[src/core/rcw_consts.svh]
// Constants for the runaway code watchdog: register indices, field
// positions, reset values and slow-clock tick counts.
// Assumes a 32-bit AXI4-Lite slave, byte address = 4 * index.
//
// Overview of operation
// - A 12-bit prescaler on the slow clock feeds a 6-bit main counter.
// - Counter overflow without a clear issues a reset after 2^18-16 or 2^13-16 ticks.
// - Rate select 1 gives 2^13-16 ticks, 0 gives 2^18-16; reset clears it.
// - Any write to the clear register clears counter and prescaler bits 11:4.
// - Reading the clear register returns the reset vector low byte.
// - Expiry drives the reset pin low 32 slow ticks and sets the cause flag.
// - A stop instruction clears the prescaler.
// - Power-on logic clears the prescaler 4096 slow ticks after power-up.
// - Any internal reset clears prescaler and main counter.
// - A reset vector fetch clears the prescaler.
// - Disable bit 1 keeps the watchdog off; 0 enables it.
// - The watchdog never raises an interrupt; expiry only resets.
// - Monitor entry with test voltage on irq pin disables while voltage stays.
// - Monitor entry by blank vectors disables until the next power-on reset.
// - Break with test voltage on the reset pin holds the watchdog off.
// - Wait mode keeps the watchdog counting.
// - Stop mode halts the slow clock to the watchdog and clears the prescaler.
// - With stop disabled, a stop instruction is an illegal opcode reset.
// - The watchdog runs from the slow internal clock, about 47 kHz.
`ifndef RCW_CONSTS_SVH
`define RCW_CONSTS_SVH

// ****************************************************************
// Register indices
// ****************************************************************
`define RCW_IDX_CLEAR 16'hffff
`define RCW_IDX_CONFIG 16'h0001
`define RCW_IDX_SOURCE 16'h0002
`define RCW_IDX_STATUS 16'h0003

// ****************************************************************
// Field positions and reset values
// ****************************************************************
`define RCW_CFG_RATE_BIT 0
`define RCW_CFG_DIS_BIT 1
`define RCW_CFG_STOPDIS_BIT 2
`define RCW_SRC_WDOG_BIT 0
`define RCW_CFG_RESET 3'h0

// ****************************************************************
// Slow clock rate and timing in slow clock ticks
// ****************************************************************
`define RCW_SLOW_HZ 47000
`define RCW_PULSE_TICKS 6'h20
`define RCW_POR_TICKS 4096
`define RCW_PRESC_LIMIT 12'hff0
`define RCW_CNT_LONG 6'h3f

`endif

[src/core/rcw_pkg.sv]
// Types shared by the runaway code watchdog.
// Assumes the constants header is included by the design file.
package rcw_pkg;

  // Watchdog sequencing
  typedef enum logic [1:0] {
    ST_OFF,
    ST_RUN,
    ST_PULSE
  } rcw_state_e;

  // Configuration register one fields
  typedef struct packed {
    logic stop_disable;
    logic watchdog_disable;
    logic timeout_rate_select;
  } rcw_cfg_s;

  // AXI response codes
  typedef logic [1:0] rcw_resp_t;

endpackage

[src/core/rcw_top.sv]
// Runaway code watchdog with AXI4-Lite register access.
// Assumes one clock aclk; the slow clock and test voltage detectors
// arrive as asynchronous pins; mode and fetch strobes are aclk logic.
//
// The AXI4-Lite register port was decided locally.
`timescale 1ns/100ps
`include "rcw_consts.svh"

module rcw_top #(
  parameter int POR_TICKS = `RCW_POR_TICKS
) (
  // Clock, reset, enable
  input wire logic aclk,
  input wire logic aresetn,
  input wire logic clk_en,
  // AXI4-Lite write address and data
  input wire logic awvalid,
  output logic awready,
  input wire logic [17:0] awaddr,
  input wire logic wvalid,
  output logic wready,
  input wire logic [31:0] wdata,
  input wire logic [3:0] wstrb,
  // AXI4-Lite write response
  output logic bvalid,
  input wire logic bready,
  output rcw_pkg::rcw_resp_t bresp,
  // AXI4-Lite read
  input wire logic arvalid,
  output logic arready,
  input wire logic [17:0] araddr,
  output logic rvalid,
  input wire logic rready,
  output logic [31:0] rdata,
  output rcw_pkg::rcw_resp_t rresp,
  // Asynchronous pins
  input wire logic internal_slow_clock,
  input wire logic test_high_voltage_irq,
  input wire logic test_high_voltage_rst,
  // CPU and system state, aclk domain
  input wire logic stop_mode,
  input wire logic stop_exec,
  input wire logic reset_vector_fetch,
  input wire logic internal_reset,
  input wire logic monitor_mode,
  input wire logic break_active,
  input wire logic [7:0] reset_vector_low,
  // Open-drain reset pin and reset requests
  output logic rst_pin_out,
  output logic rst_pin_oe,
  output logic watchdog_reset,
  output logic illegal_stop_reset,
  output logic watchdog_cause,
  output rcw_pkg::rcw_cfg_s config_out
);
  import rcw_pkg::*;

  // ****************************************************************
  // Declarations
  // ****************************************************************
  logic aw_v_r;
  logic [15:0] aw_i_r;
  logic w_v_r;
  logic [31:0] w_d_r;
  logic [3:0] w_s_r;
  logic bvalid_r;
  rcw_resp_t bresp_r;
  logic rvalid_r;
  logic [31:0] rdata_r;
  rcw_resp_t rresp_r;
  rcw_cfg_s cfg_r;
  logic cause_r;
  logic clear_pend_r;
  logic [2:0] sync1_r;
  logic [2:0] sync2_r;
  logic slow_prev_r;
  logic [11:0] presc_r;
  logic [5:0] cnt_r;
  logic [5:0] pulse_r;
  rcw_state_e state_r;
  rcw_state_e state_nxt;
  logic [12:0] por_cnt_r;
  logic por_done_r;
  logic mon_prev_r;
  logic entry_hv_r;
  logic blank_lock_r;
  logic illegal_r;
  logic disabled;
  logic fire;

  // ****************************************************************
  // Bus decode
  // ****************************************************************
  // Write needs both halves and a free response slot
  wire do_wr = aw_v_r & w_v_r & ~bvalid_r;
  wire do_rd = arvalid & ~rvalid_r;
  wire [15:0] ar_idx = araddr[17:2];
  wire wr_clear = do_wr & (aw_i_r == `RCW_IDX_CLEAR);
  wire wr_cfg = do_wr & (aw_i_r == `RCW_IDX_CONFIG) & w_s_r[0];
  wire wr_src = do_wr & (aw_i_r == `RCW_IDX_SOURCE) & w_s_r[0];
  wire wr_hit = (aw_i_r == `RCW_IDX_CLEAR) | (aw_i_r == `RCW_IDX_CONFIG) |
                (aw_i_r == `RCW_IDX_SOURCE) | (aw_i_r == `RCW_IDX_STATUS);
  wire rd_hit = (ar_idx == `RCW_IDX_CLEAR) | (ar_idx == `RCW_IDX_CONFIG) |
                (ar_idx == `RCW_IDX_SOURCE) | (ar_idx == `RCW_IDX_STATUS);

  // Read multiplexer; the clear index shows the vector byte, not state
  wire [31:0] rd_status = {21'h0, blank_lock_r, state_r == ST_PULSE,
                           disabled, 2'h0, cnt_r};
  wire [31:0] rd_mux =
    (ar_idx == `RCW_IDX_CLEAR) ? {24'h0, reset_vector_low} :
    (ar_idx == `RCW_IDX_CONFIG) ? {29'h0, cfg_r} :
    (ar_idx == `RCW_IDX_SOURCE) ? {31'h0, cause_r} :
    (ar_idx == `RCW_IDX_STATUS) ? rd_status : 32'h0;

  assign awready = ~aw_v_r;
  assign wready = ~w_v_r;
  assign arready = ~rvalid_r;
  assign bvalid = bvalid_r;
  assign bresp = bresp_r;
  assign rvalid = rvalid_r;
  assign rdata = rdata_r;
  assign rresp = rresp_r;

  // ****************************************************************
  // AXI4-Lite write channel
  // ****************************************************************
  // Address and data are captured independently, in either order
  always_ff @(posedge aclk) begin
    if (!aresetn) begin
      aw_v_r <= 1'b0;
      aw_i_r <= 16'h0;
      w_v_r <= 1'b0;
      w_d_r <= 32'h0;
      w_s_r <= 4'h0;
    end else if (clk_en) begin
      if (awvalid && !aw_v_r) begin
        aw_v_r <= 1'b1;
        aw_i_r <= awaddr[17:2];
      end else if (do_wr) begin
        aw_v_r <= 1'b0;
      end
      if (wvalid && !w_v_r) begin
        w_v_r <= 1'b1;
        w_d_r <= wdata;
        w_s_r <= wstrb;
      end else if (do_wr) begin
        w_v_r <= 1'b0;
      end
    end
  end

  // Write response; unmapped index answers SLVERR
  always_ff @(posedge aclk) begin
    if (!aresetn) begin
      bvalid_r <= 1'b0;
      bresp_r <= 2'h0;
    end else if (clk_en) begin
      if (do_wr) begin
        bvalid_r <= 1'b1;
        bresp_r <= wr_hit ? 2'h0 : 2'h2;
      end else if (bready) begin
        bvalid_r <= 1'b0;
      end
    end
  end

  // Read channel, one cycle from address to data
  always_ff @(posedge aclk) begin
    if (!aresetn) begin
      rvalid_r <= 1'b0;
      rdata_r <= 32'h0;
      rresp_r <= 2'h0;
    end else if (clk_en) begin
      if (do_rd) begin
        rvalid_r <= 1'b1;
        rdata_r <= rd_mux;
        rresp_r <= rd_hit ? 2'h0 : 2'h2;
      end else if (rready) begin
        rvalid_r <= 1'b0;
      end
    end
  end

  // ****************************************************************
  // Configuration and cause flag
  // ****************************************************************
  // Reset clears rate select, disable and stop disable
  always_ff @(posedge aclk) begin
    if (!aresetn) begin
      cfg_r <= `RCW_CFG_RESET;
    end else if (clk_en && wr_cfg) begin
      cfg_r <= w_d_r[2:0];
    end
  end

  // Expiry sets the cause flag; a set in the clearing cycle wins
  always_ff @(posedge aclk) begin
    if (!aresetn) begin
      cause_r <= 1'b0;
    end else if (clk_en) begin
      if (fire) begin
        cause_r <= 1'b1;
      end else if (wr_src && w_d_r[`RCW_SRC_WDOG_BIT]) begin
        cause_r <= 1'b0;
      end
    end
  end

  // ****************************************************************
  // Pin synchronisers and slow clock tick
  // ****************************************************************
  // Two flops per pin; only sync2 feeds logic
  always_ff @(posedge aclk) begin
    if (!aresetn) begin
      sync1_r <= 3'h0;
      sync2_r <= 3'h0;
      slow_prev_r <= 1'b0;
    end else if (clk_en) begin
      sync1_r <= {test_high_voltage_rst, test_high_voltage_irq, internal_slow_clock};
      sync2_r <= sync1_r;
      slow_prev_r <= sync2_r[0];
    end
  end

  wire slow_tick = sync2_r[0] & ~slow_prev_r;
  wire hv_irq = sync2_r[1];
  wire hv_rst = sync2_r[2];

  // ****************************************************************
  // Disable sources
  // ****************************************************************
  // Config bit, monitor mode locks and break with test voltage
  assign disabled = cfg_r.watchdog_disable |
                  (monitor_mode & entry_hv_r & (hv_irq | hv_rst)) |
                  blank_lock_r |
                  (break_active & hv_rst);

  // Monitor entry kind is caught at the entry edge
  always_ff @(posedge aclk) begin
    if (!aresetn) begin
      mon_prev_r <= 1'b0;
      entry_hv_r <= 1'b0;
      blank_lock_r <= 1'b0;
    end else if (clk_en) begin
      mon_prev_r <= monitor_mode;
      if (monitor_mode && !mon_prev_r) begin
        entry_hv_r <= hv_irq;
        if (!hv_irq) begin
          blank_lock_r <= 1'b1;
        end
      end
    end
  end

  // ****************************************************************
  // Power-on prescaler clear
  // ****************************************************************
  // aresetn stands for power-on; one clear after POR_TICKS slow ticks
  wire por_clear = slow_tick & ~por_done_r &
                   (por_cnt_r == 13'(POR_TICKS - 1));

  always_ff @(posedge aclk) begin
    if (!aresetn) begin
      por_cnt_r <= 13'h0;
      por_done_r <= 1'b0;
    end else if (clk_en && slow_tick && !por_done_r) begin
      por_cnt_r <= por_cnt_r + 13'h1;
      por_done_r <= por_clear;
    end
  end

  // ****************************************************************
  // Prescaler and main counter
  // ****************************************************************
  // Stop gates the slow clock; wait mode does not gate it
  wire cnt_tick = slow_tick & ~stop_mode;
  wire stop_ok = stop_exec & ~cfg_r.stop_disable;
  wire at_limit = (presc_r == `RCW_PRESC_LIMIT) &
                  (cfg_r.timeout_rate_select ? cnt_r[0] :
                   (cnt_r == `RCW_CNT_LONG));
  assign fire = (state_r == ST_RUN) & ~disabled & at_limit;
  wire cnt_clr = internal_reset | fire | (state_r == ST_PULSE) | disabled;
  wire presc_clr = cnt_clr | stop_mode | stop_ok |
                   reset_vector_fetch | por_clear;
  // Bus clear acts only on a slow tick, as the slow domain would
  wire apply_clr = clear_pend_r & slow_tick;

  // Clear request pending; a new write in the applying cycle stays
  always_ff @(posedge aclk) begin
    if (!aresetn) begin
      clear_pend_r <= 1'b0;
    end else if (clk_en) begin
      if (wr_clear) begin
        clear_pend_r <= 1'b1;
      end else if (apply_clr) begin
        clear_pend_r <= 1'b0;
      end
    end
  end

  // 12-bit prescaler carrying into the 6-bit counter
  always_ff @(posedge aclk) begin
    if (!aresetn) begin
      presc_r <= 12'h0;
      cnt_r <= 6'h0;
    end else if (clk_en) begin
      if (presc_clr) begin
        presc_r <= 12'h0;
      end else if (apply_clr) begin
        presc_r <= {8'h0, presc_r[3:0]};
      end else if (cnt_tick) begin
        presc_r <= presc_r + 12'h1;
      end
      if (cnt_clr || apply_clr) begin
        cnt_r <= 6'h0;
      end else if (cnt_tick && !presc_clr && presc_r == 12'hfff) begin
        cnt_r <= cnt_r + 6'h1;
      end
    end
  end

  // ****************************************************************
  // Reset pulse sequencing
  // ****************************************************************
  // Next state; the pulse always runs its full length
  always_comb begin
    state_nxt = state_r;
    case (state_r)
      ST_OFF: begin
        if (!disabled) begin
          state_nxt = ST_RUN;
        end
      end
      ST_RUN: begin
        if (disabled) begin
          state_nxt = ST_OFF;
        end else if (at_limit) begin
          state_nxt = ST_PULSE;
        end
      end
      ST_PULSE: begin
        if (slow_tick && pulse_r == `RCW_PULSE_TICKS - 6'h1) begin
          state_nxt = disabled ? ST_OFF : ST_RUN;
        end
      end
      default: begin
        state_nxt = ST_OFF;
      end
    endcase
  end

  // State and pulse length counter in slow ticks
  always_ff @(posedge aclk) begin
    if (!aresetn) begin
      state_r <= ST_OFF;
      pulse_r <= 6'h0;
    end else if (clk_en) begin
      state_r <= state_nxt;
      if (state_r != ST_PULSE) begin
        pulse_r <= 6'h0;
      end else if (slow_tick) begin
        pulse_r <= pulse_r + 6'h1;
      end
    end
  end

  // Illegal stop is reported as a one-cycle reset request
  always_ff @(posedge aclk) begin
    if (!aresetn) begin
      illegal_r <= 1'b0;
    end else if (clk_en) begin
      illegal_r <= stop_exec & cfg_r.stop_disable;
    end
  end

  // ****************************************************************
  // Outputs
  // ****************************************************************
  // No interrupt output exists; expiry acts only as a reset
  assign watchdog_reset = (state_r == ST_PULSE);
  assign rst_pin_out = 1'b0;
  assign rst_pin_oe = (state_r == ST_PULSE);
  assign illegal_stop_reset = illegal_r;
  assign watchdog_cause = cause_r;
  assign config_out = cfg_r;
endmodule

[config.mk]
export PLATFORM = sky130hd
export DESIGN_NAME = rcw_top
export DESIGN_NICKNAME = d
export VERILOG_FILES = /design/src/core/rcw_pkg.sv /design/src/core/rcw_top.sv
export VERILOG_INCLUDE_DIRS = /design/src /design/src/core
export SDC_FILE = /design/constraint.sdc
export NUM_CORES = 1
export LEC_CHECK = 0
export BUFFER_PORTS_ARGS = -buffer_cell sky130_fd_sc_hd__buf_2
export CAP_MARGIN = 20
export CORE_AREA = 2 2 104 106
export CTS_BUF_LIST = sky130_fd_sc_hd__clkbuf_4 sky130_fd_sc_hd__clkbuf_8
export CTS_CLUSTER_SIZE = 24
export DETAILED_ROUTE_END_ITERATION = 16
export DIE_AREA = 0 0 106 108
export PLACE_DENSITY = 0.73
export SYNTH_ARGS = -nofsm -noshare
export SYNTH_HDL_FRONTEND = slang
export SYNTH_SLANG_ARGS = --single-unit
[constraint.sdc]
create_clock -name aclk -period 2 [get_ports aclk]
set_input_delay 0.5 -clock aclk [delete_from_list [all_inputs] [get_ports aclk]]
set_output_delay 0.5 -clock aclk [all_outputs]
set_load 0.01 [all_outputs]
* Yosys cells after proc, flatten, opt, wreduce, memory -nomap -nowiden *
Cells that the tools add are included.

word-level totals
  register bits = 116
  bits of input ports = 97
  logic and storage cells = 176

operators by class
  $add $sub $neg = 4
  equal/unequal tests = 20
  muxes and demuxes = 31
  bitwise gates (word level) = 48
  reduce and logical (&&, ||, !) cells = 44

operators by type and width
  cell                                                                     count
  16-bit by 2-bit equality test with 1-bit output, second input constant   4
  11-bit two-way mux                                                       4
  12-bit two-way mux                                                       3
  16-bit by 1-bit equality test with 1-bit output, second input constant   2
  16-bit equality test, second input constant                              2
  2-bit AND reduction                                                      14
  12-bit equality test, second input constant                              2
  6-bit two-way mux                                                        4
  1-bit AND                                                                21
  2-bit nonzero test                                                       9
  1-bit bitwise OR                                                         17
  13-bit by 1-bit adder with 13-bit output, second input constant          1
  13-bit by 12-bit equality test with 1-bit output, second input constant  1
  1-bit two-way mux                                                        13
  12-bit by 1-bit adder with 12-bit output, second input constant          1
  6-bit by 1-bit adder with 6-bit output, second input constant            2
  2-bit two-way mux                                                        6
  1-bit logical AND                                                        10
  1-bit NOT                                                                10
  6-bit by 5-bit equality test with 1-bit output, second input constant    1
  6-bit equality test, second input constant                               1
  2-bit != test, second input constant                                     3
  2-bit case mux with 3 select lines                                       1
  3-bit AND reduction                                                      2
  9 further kinds                                                          13

* Logic depth before layout (Yosys ltp) *
Gate-level depths: netlist of the first run.

  depth after elaboration = 20
  mapped depth = 9
  depth with buffers taken out = 7

* Least setup slack after synthesis of the first run *
OpenSTA, ideal clock, no wires.

  kind = register to register
  start point = reg por_cnt_r[0]
  end point = reg presc_r[7]
  data arrival time = 2,065 ps
  data required time = 1,878 ps
  slack = -187 ps
  stages on the path, launching flop included = 10
  buffers on the path = 2
  period minus slack after synthesis = 2,187 ps
  path through = dfxtp_1 ha_1 or3b_2 nor4_2 or2_2 buf_2 nor4_4 buf_4 a31oi_1 mux2i_1

between the ends
  word-level cells in the longest chain between the ends = 5
  elaborated cells on any way between the ends = 6
  classes of those cells = eq/ne (1); mux (1); bitwise (2); reduce/logical (2)

RTL lines
  item                                                RTL line        RTL
  from (decl)                                         rcw_top.sv:82   logic [12:0] por_cnt_r;
  from (signal assigned)                              rcw_top.sv:267  por_cnt_r <= por_cnt_r + 13'h1;
  13-bit by 12-bit equality test with 1-bit output *  rcw_top.sv:260  (por_cnt_r == 13'(POR_TICKS - 1));
  1-bit AND *                                         rcw_top.sv:259  wire por_clear = slow_tick & ~por_done_r &
  1-bit bitwise OR *                                  rcw_top.sv:284  reset_vector_fetch | por_clear;
  3-bit nonzero test (no source line)                 -
  2-bit AND reduction (no source line)                -
  to (signal assigned)                                rcw_top.sv:310  presc_r <= {8'h0, presc_r[3:0]};
  to (signal assigned)                                rcw_top.sv:312  presc_r <= presc_r + 12'h1;
  to (decl)                                           rcw_top.sv:77   logic [11:0] presc_r;

Mark *: on every way between the ends. The rest lies on a longest branch, timed or not.
A chain may end at the register's enable or synchronous reset.

* Worst setup path in the final report of the first run *
  start point = reg slow_prev_r
  end point = reg cnt_r[5]

between the ends
  word-level cells in the longest chain between the ends = 10
  elaborated cells on any way between the ends = 14
  classes of those cells = mux (1); bitwise (7); reduce/logical (6)

RTL lines
  item                                  RTL line        RTL
  from (decl)                           rcw_top.sv:76   logic slow_prev_r;
  from (signal assigned)                rcw_top.sv:221  slow_prev_r <= sync2_r[0];
  1-bit NOT *                           rcw_top.sv:225  wire slow_tick = sync2_r[0] & ~slow_prev_r;
  1-bit AND *                           rcw_top.sv:225
  1-bit AND (2 in a row)                rcw_top.sv:259
  1-bit bitwise OR                      rcw_top.sv:284
  1-bit zero test                       rcw_top.sv:316  end else if (cnt_tick && !presc_clr && presc_r == 12'hfff) begin
  1-bit logical AND (2 in a row)        rcw_top.sv:316
  2-bit nonzero test (no source line)   -
  2-bit AND reduction (no source line)  -
  to (signal assigned)                  rcw_top.sv:317  cnt_r <= cnt_r + 6'h1;
  to (decl)                             rcw_top.sv:78   logic [5:0] cnt_r;

Marked as above.

==> results of run 1 <==
==> cell families after synthesis <==
| logic type | count (synthesis) | synth area share |
|---|---|---|
| other | 1 | 0.0008275 |
| AND/OR/NAND/NOR | 260 | 0.2987 |
| multiplexers | 24 | 0.05329 |
| flip-flops | 93 | 0.4108 |
| AO/OA/AOI/OAI | 89 | 0.1207 |
| buffers and inverters | 59 | 0.07289 |
| XOR/XNOR | 15 | 0.02899 |
| adder cells (fa/ha/maj) | 5 | 0.01380 |
==> cells in the final DEF (no fill, tap or decap), types with 8 or more instances in the layout <==
master | Yosys | final
a21oi_1 | 41 | 40
buf_2 | 3 | 85
buf_4 | 26 | 72
clkbuf_8 | 0 | 10
conb_1 | 1 | 24
dfxtp_1 | 93 | 82
dfxtp_2 | 0 | 11
inv_1 | 12 | 8
mux2i_1 | 23 | 23
nand2_1 | 74 | 74
nand3_1 | 30 | 28
nand4_1 | 19 | 19
nor2_1 | 61 | 61
nor3_1 | 11 | 10
nor4_1 | 9 | 9
o21ai_0 | 12 | 10
xor2_1 | 9 | 9
==> power groups by stage <==
stage	sequential, mW	combinational [mW]	clock (mW)
floorplan	1.97	0.241	0
global placement	1.96	0.353	0
detailed placement	1.97	0.364	0
CTS	1.92	0.366	1.26
global route	1.93	0.432	1.35
finish	1.92	0.392	1.24
==> stage by stage <==
stage	hold slack, ns	TNS [ns]	cells
after floorplan	0.4388	-0.3738	569
after global placement	0.4398	-2.929	813
after detailed placement	0.4502	-4.149	813
after CTS	0.3361	-0.08610	829
after global routing	0.3410	-1.324	834
final	0.3520	-0.2140	834
==> state kept, by name (all words and copies together) (netlist names), 2 cells and up <==
signal      flops
sync2_r         3
pulse_r         6
cnt_r           6
state_r         2
config_out      3
w_d_r           3
presc_r        12
sync1_r         3
por_cnt_r      13
rdata          11
aw_i_r         16
==> routing by layer <==
layer / wire [um] / track usage / vias up
met5: 0 / 0 / -
met4: 97 / 0.05075 / 0
met3: 502 / 0.03918 / 9
met2: 5964 / 0.3622 / 100
met1: 4987 / 0.2308 / 2079
li1: - / - / 2184
==> cell type report <==
class	count	area, um2
flip-flops and latches	93	1876
clock buffers	10	137.6
multi-input cells	417	2616
clock inverters	6	53.80
repair buffers	160	1026
well taps	136	170.2
inverters	12	45.04
fillers	915	4307
==> worst max-delay path, cell delays in order, from the launching register on <==
cell and delay (ns):
dfxtp_1 0.33, or3b_4 0.41, or4_4 0.51, or3_4 0.36, nor3_2 0.13, nand4b_1 0.12
a31oi_1 0.17
==> worst max path at each step <==
stage / startpoint / end / slack (ns) / cells past startpoint
2_1_floorplan: stop_mode / cnt_r[5] / -0.13 / 6
3_3_place_gp: stop_mode / cnt_r[5] / -0.31 / 7
3_5_place_dp: stop_mode / cnt_r[5] / -0.33 / 7
4_1_cts: sync2_r[0] / cnt_r[5] / -0.06 / 6
5_1_grt: sync2_r[0] / cnt_r[5] / -0.19 / 6
6_report: slow_prev_r / cnt_r[5] / -0.1 / 6
==> timing repair <==
action                                  CTS  global route
gates resized for setup                   9            31
hold buffers                              0             0
setup buffers                             1             6
endpoints found under the setup margin   17            24
pin swaps                                 6             6
==> run_results.csv, run 1 <==
group,metric,value,unit
worst_setup_path,r2r_start,"slow_prev_r",
pwr,seq_power_share,0.541,
grt,grt_max_degree,76,
final_layout,syn2layout_area_growth,30.73,%
sta,fin_crit_sh,1.049,
synth,synthCells,546,
synth,yosysTopAreaCellShare,0.4108,
grt,antenna_found_initial,0,
grt,overflow,0,
pwr,netSwitchingFraction,0.2766,
clock_tree,cts_inserted_buffers,9,
clock_tree,cts.sinks,93,
synth,synth.area.top_cells,"dfxtp_1, nand2_1, mux2i_1",
drt,drc,0,
sta,finalClockSkew,0.01209,ns
drt,first_pass_iters,4,
worst_setup_path,critical_path.max_fanout,3,
pwr,worst_ir_drop_vdd,0.3415,mV
sta,max_freq,476.4,MHz
drt,wl,11550,um
worst_hold_path,hold_depth,3,
final_layout,fin_nets,795,
sta,max_slew_margin,0.6286,
clock_tree,clock_latency,0.37,ns
sta,fin_ws,-0.09888,ns
worst_setup_path,reg2reg_setup_slack,-0.1,ns
final_layout,diodes,0,
place,io_buffers,85,
worst_setup_path,crit_arrival,2.40,ns
die,core,10230,um2
pwr,leakagePower,2.422,nW
die,fp-row-count,37,
worst_setup_path,path_class,"flop to flop",
pwr,power_frac_comb,0.110,
drt,via_count,4372,
place,place_ws,-0.3267,ns
sta,finalSetupViolCount,4,
run_status,violations,"negative setup slack",
die,start_util,0.4429,
drt,first_iter_violations,173,
worst_hold_path,hold_class,"primary input to flop",
worst_setup_path,start_kind,"flop",
synth,ys_seq_area_frac,0.4108,
sta,worst_pin_slew,0.5556,ns
synth,ys_warn_count,0,
clock_tree,clkTransAtPathRegs,0.10,ns
sta,min_period,2.099,ns
grt,grt_pass1_vias,4129,
sta,hold_violations,0,
final_layout,drive_gt1_frac,0.3238,
place,place.gp.congestion,0.8284,
clock_tree,cts_tree,"yes",
clock_tree,clock_path_buffers,2,
pwr,p_int,2.571,mW
sta,drv_slew,0,
place,hpwlAfterDp,8541,um
clock_tree,clockRootBuffer,"clkbuf_8",
drt,ant_nets,0,
grt,grt_pass1_wl,18260,um
synth,yosys.cell_types.count,59,
pwr,pwr-share-clk,0.348,
synth,yosysMostFrequentCell,"dfxtp_1",
synth,ys_ff_latch,93,
pwr,powerDensity,600.0,nW/um2
worst_setup_path,regToRegEndpoint,"cnt_r[5]",
pwr,power_switching,983.1,uW
drt,routedWlPerCell,13.85,um
die,io_pins,146,
worst_setup_path,required,2.30,ns
drt,vias_per_cell,5.242,
synth,synth_edf_count,0,
synth,yosysTopAreaCell,"dfxtp_1",
run_status,outcome,"finished with violations",
place,place_area,5507,um2
worst_setup_path,r2r_cells,6,
worst_hold_path,holdPathEnd,"aw_i_r[0]",
die,fp.dieArea,11450,um2
synth,synth_area,4532,um2
die,die_x,106,um
synth,synth.avg_cell_area,8.300,um2
grt,track_usage,0.1954,
synth,synth_ff_type,"dfxtp_1",
synth,synthTopCellsByCount,"dfxtp_1, nand2_1, nor2_1",
flow_run,cap_viol_max_count,0,
synth,async_reset_ff_frac,0,
pwr,p_total,3.554,mW
final_layout,stdcell_area,5924,um2
worst_hold_path,hold_path_startpoint,"awaddr[2]",
sta,grt_setup_unrepaired,"yes",
clock_tree,htree_levels,3,
die,fp.dieH,108,um
worst_setup_path,cp-end-kind,"flop",
final_layout,post-route-util,0.5791,
No activity file was read; power rests on OpenSTA's default activity.
==> run 2, diff against run 1 <==
--- a/config.mk
+++ b/config.mk
@@ -13,7 +13,7 @@
 export CTS_CLUSTER_SIZE = 24
 export DETAILED_ROUTE_END_ITERATION = 16
 export DIE_AREA = 0 0 106 108
-export PLACE_DENSITY = 0.73
+export PLACE_DENSITY = 0.78
 export SYNTH_ARGS = -nofsm -noshare
 export SYNTH_HDL_FRONTEND = slang
 export SYNTH_SLANG_ARGS = --single-unit
==> run 2 against run 1 <==
Net effect:
- sequential power about the same
- highest routed layer unchanged
- wire length decreased by 0.19%
- fmax increased by 1.9%
- via count increased by 2.0%
- flip-flop and latch count unchanged
- first-iteration DRC count increased by 14%
- critical path type unchanged
- cell area decreased by 0.17%
- the run still ends with negative setup slack left
- cell count decreased by 0.24%
- register-to-register slack improved by 0.04 ns
- clock skew increased by 0.0018 ns
==> run_results.csv, run 2 (synthesized netlist as in run 1, its figures left out) <==
group,metric,value,unit
clock_tree,clock_path_buffers,2,
final_layout,stdcell_area,5914,um2
die,fp-row-count,37,
worst_setup_path,cp-end-kind,"flop",
final_layout,post-route-util,0.5781,
final_layout,diodes,0,
sta,drv_slew,0,
die,fp.dieArea,11450,um2
worst_setup_path,critical_path.max_fanout,3,
sta,hold_violations,0,
grt,track_usage,0.2023,
sta,finalSetupViolCount,4,
sta,whs,0.3525,ns
clock_tree,clockRootBuffer,"clkbuf_8",
worst_hold_path,hold_class,"primary input to flop",
die,core,10230,um2
worst_setup_path,reg2reg_setup_slack,-0.06,ns
clock_tree,clock_latency,0.37,ns
drt,first_iter_violations,198,
worst_setup_path,r2r_start,"slow_prev_r",
pwr,worst_ir_drop_vdd,0.3573,mV
run_status,outcome,"finished with violations",
place,place.gp.congestion,0.8239,
grt,grt_pass1_wl,18950,um
grt,overflow,0,
flow_run,cap_viol_max_count,0,
drt,first_pass_iters,4,
place,hpwlAfterDp,8419,um
run_status,violations,"negative setup slack",
clock_tree,cts_inserted_buffers,9,
drt,drc,0,
worst_setup_path,start_kind,"flop",
final_layout,layout_commonest_cell,"buf_2",
sta,grt_setup_unrepaired,"yes",
sta,max_slew_margin,0.5792,
drt,via_count,4459,
drt,wl,11530,um
worst_setup_path,regToRegEndpoint,"cnt_r[5]",
clock_tree,clkTransAtPathRegs,0.10,ns
drt,vias_per_cell,5.359,
pwr,p_total,3.641,mW
die,start_util,0.4429,
worst_hold_path,hold_path_startpoint,"awaddr[9]",
clock_tree,cts.sinks,93,
final_layout,drive_gt1_frac,0.3147,
clock_tree,cts_tree,"yes",
sta,finalClockSkew,0.01391,ns
place,io_buffers,85,
clock_tree,htree_levels,3,
worst_setup_path,path_class,"flop to flop",
worst_setup_path,startpoint,"slow_prev_r",
final_layout,fin_nets,793,
sta,max_freq,485.7,MHz
final_layout,largestRegisters,"aw_i_r x16, por_cnt_r x13, presc_r x12",
drt,ant_nets,0,
final_layout,regMostFlops,"aw_i_r",
place,place_area,5499,um2
die,fp.dieH,108,um
sta,fin_ws,-0.05901,ns
worst_setup_path,crit_arrival,2.35,ns
sta,fin_crit_sh,1.030,
drt,routedWlPerCell,13.86,um
worst_setup_path,r2r_cells,6,
grt,grt_pass1_vias,4322,
worst_hold_path,hold_depth,3,
worst_hold_path,holdPathEnd,"aw_i_r[7]",
pwr,powerDensity,615.6,nW/um2
final_layout,largest_reg_flops,16,
sta,worst_pin_slew,0.6290,ns
die,die_x,106,um
sta,min_period,2.059,ns
die,io_pins,146,
final_layout,final_cell_mix,"buf_2, dfxtp_1, nand2_1, buf_4, nor2_1",
grt,grt_max_degree,47,
grt,antenna_found_initial,0,
pwr,leakagePower,2.437,nW
final_layout,syn2layout_area_growth,30.51,%
worst_setup_path,required,2.29,ns
-- run 2: changes by cell type in the layout (fill, tap and decap cells not counted), sizes merged --
cell,delta
buf,-2
bufinv,+1
clkinv,+1
clkinvlp,-2
-- run 2: timing repair --
item	CTS	global route
endpoints found under the setup margin	18	24
hold buffers	0	0
pin swaps	4	14
gates resized for setup	13	29
buffers inserted	5	2
-- run 2: how the worst max path moves through the flow --
stage          endpoint  slack, ns  cells after the start
2_1_floorplan  cnt_r[5]      -0.13                      6
3_3_place_gp   cnt_r[5]      -0.31                      7
3_5_place_dp   cnt_r[5]      -0.37                      7
4_1_cts        cnt_r[5]      -0.04                      6
5_1_grt        cnt_r[5]      -0.15                      8
6_report       cnt_r[5]      -0.06                      6
-- run 2: area by class of cell --
| cell class | count | area, um2 |
|---|---|---|
| Tap cell | 136 | 170.2 |
| Multi-Input combinational cell | 417 | 2592 |
| Clock inverter | 6 | 75.07 |
| Fill cell | 905 | 4317 |
| Inverter | 12 | 45.04 |
| Clock buffer | 10 | 137.6 |
| Sequential cell | 93 | 1873 |
| Timing Repair Buffer | 158 | 1021 |
-- run 2: routing by layer --
metal	track usage	part of all wire
met4	0.08835	0.024
met5	0	0
met1	0.2292	0.42
met2	0.3599	0.50
met3	0.05304	0.054
-- run 2: through the flow --
stage | worst slack [ns] | TNS, ns | instances
floorplan | -0.1344 | -0.3738 | 569
global placement | -0.3092 | -3.190 | 812
detailed placement | -0.3709 | -4.020 | 812
CTS | -0.03854 | -0.1047 | 833
global route | -0.1476 | -1.625 | 832
finish | -0.05901 | -0.1221 | 832
-- run 2: power by group --
part	leakage (nW)	internal, mW	switching [mW]
Sequential	0.759	1.89	0.0297
Clock	0.105	0.632	0.702
Combinational	1.57	0.161	0.222
-- run 2: worst max-delay path, stage by stage (launching register included) --
cell and delay (ns):
dfxtp_2 0.33, or3b_4 0.39, or4_4 0.51, or3_4 0.39, nor3_4 0.13, nand4b_1 0.11, a31oi_1 0.14
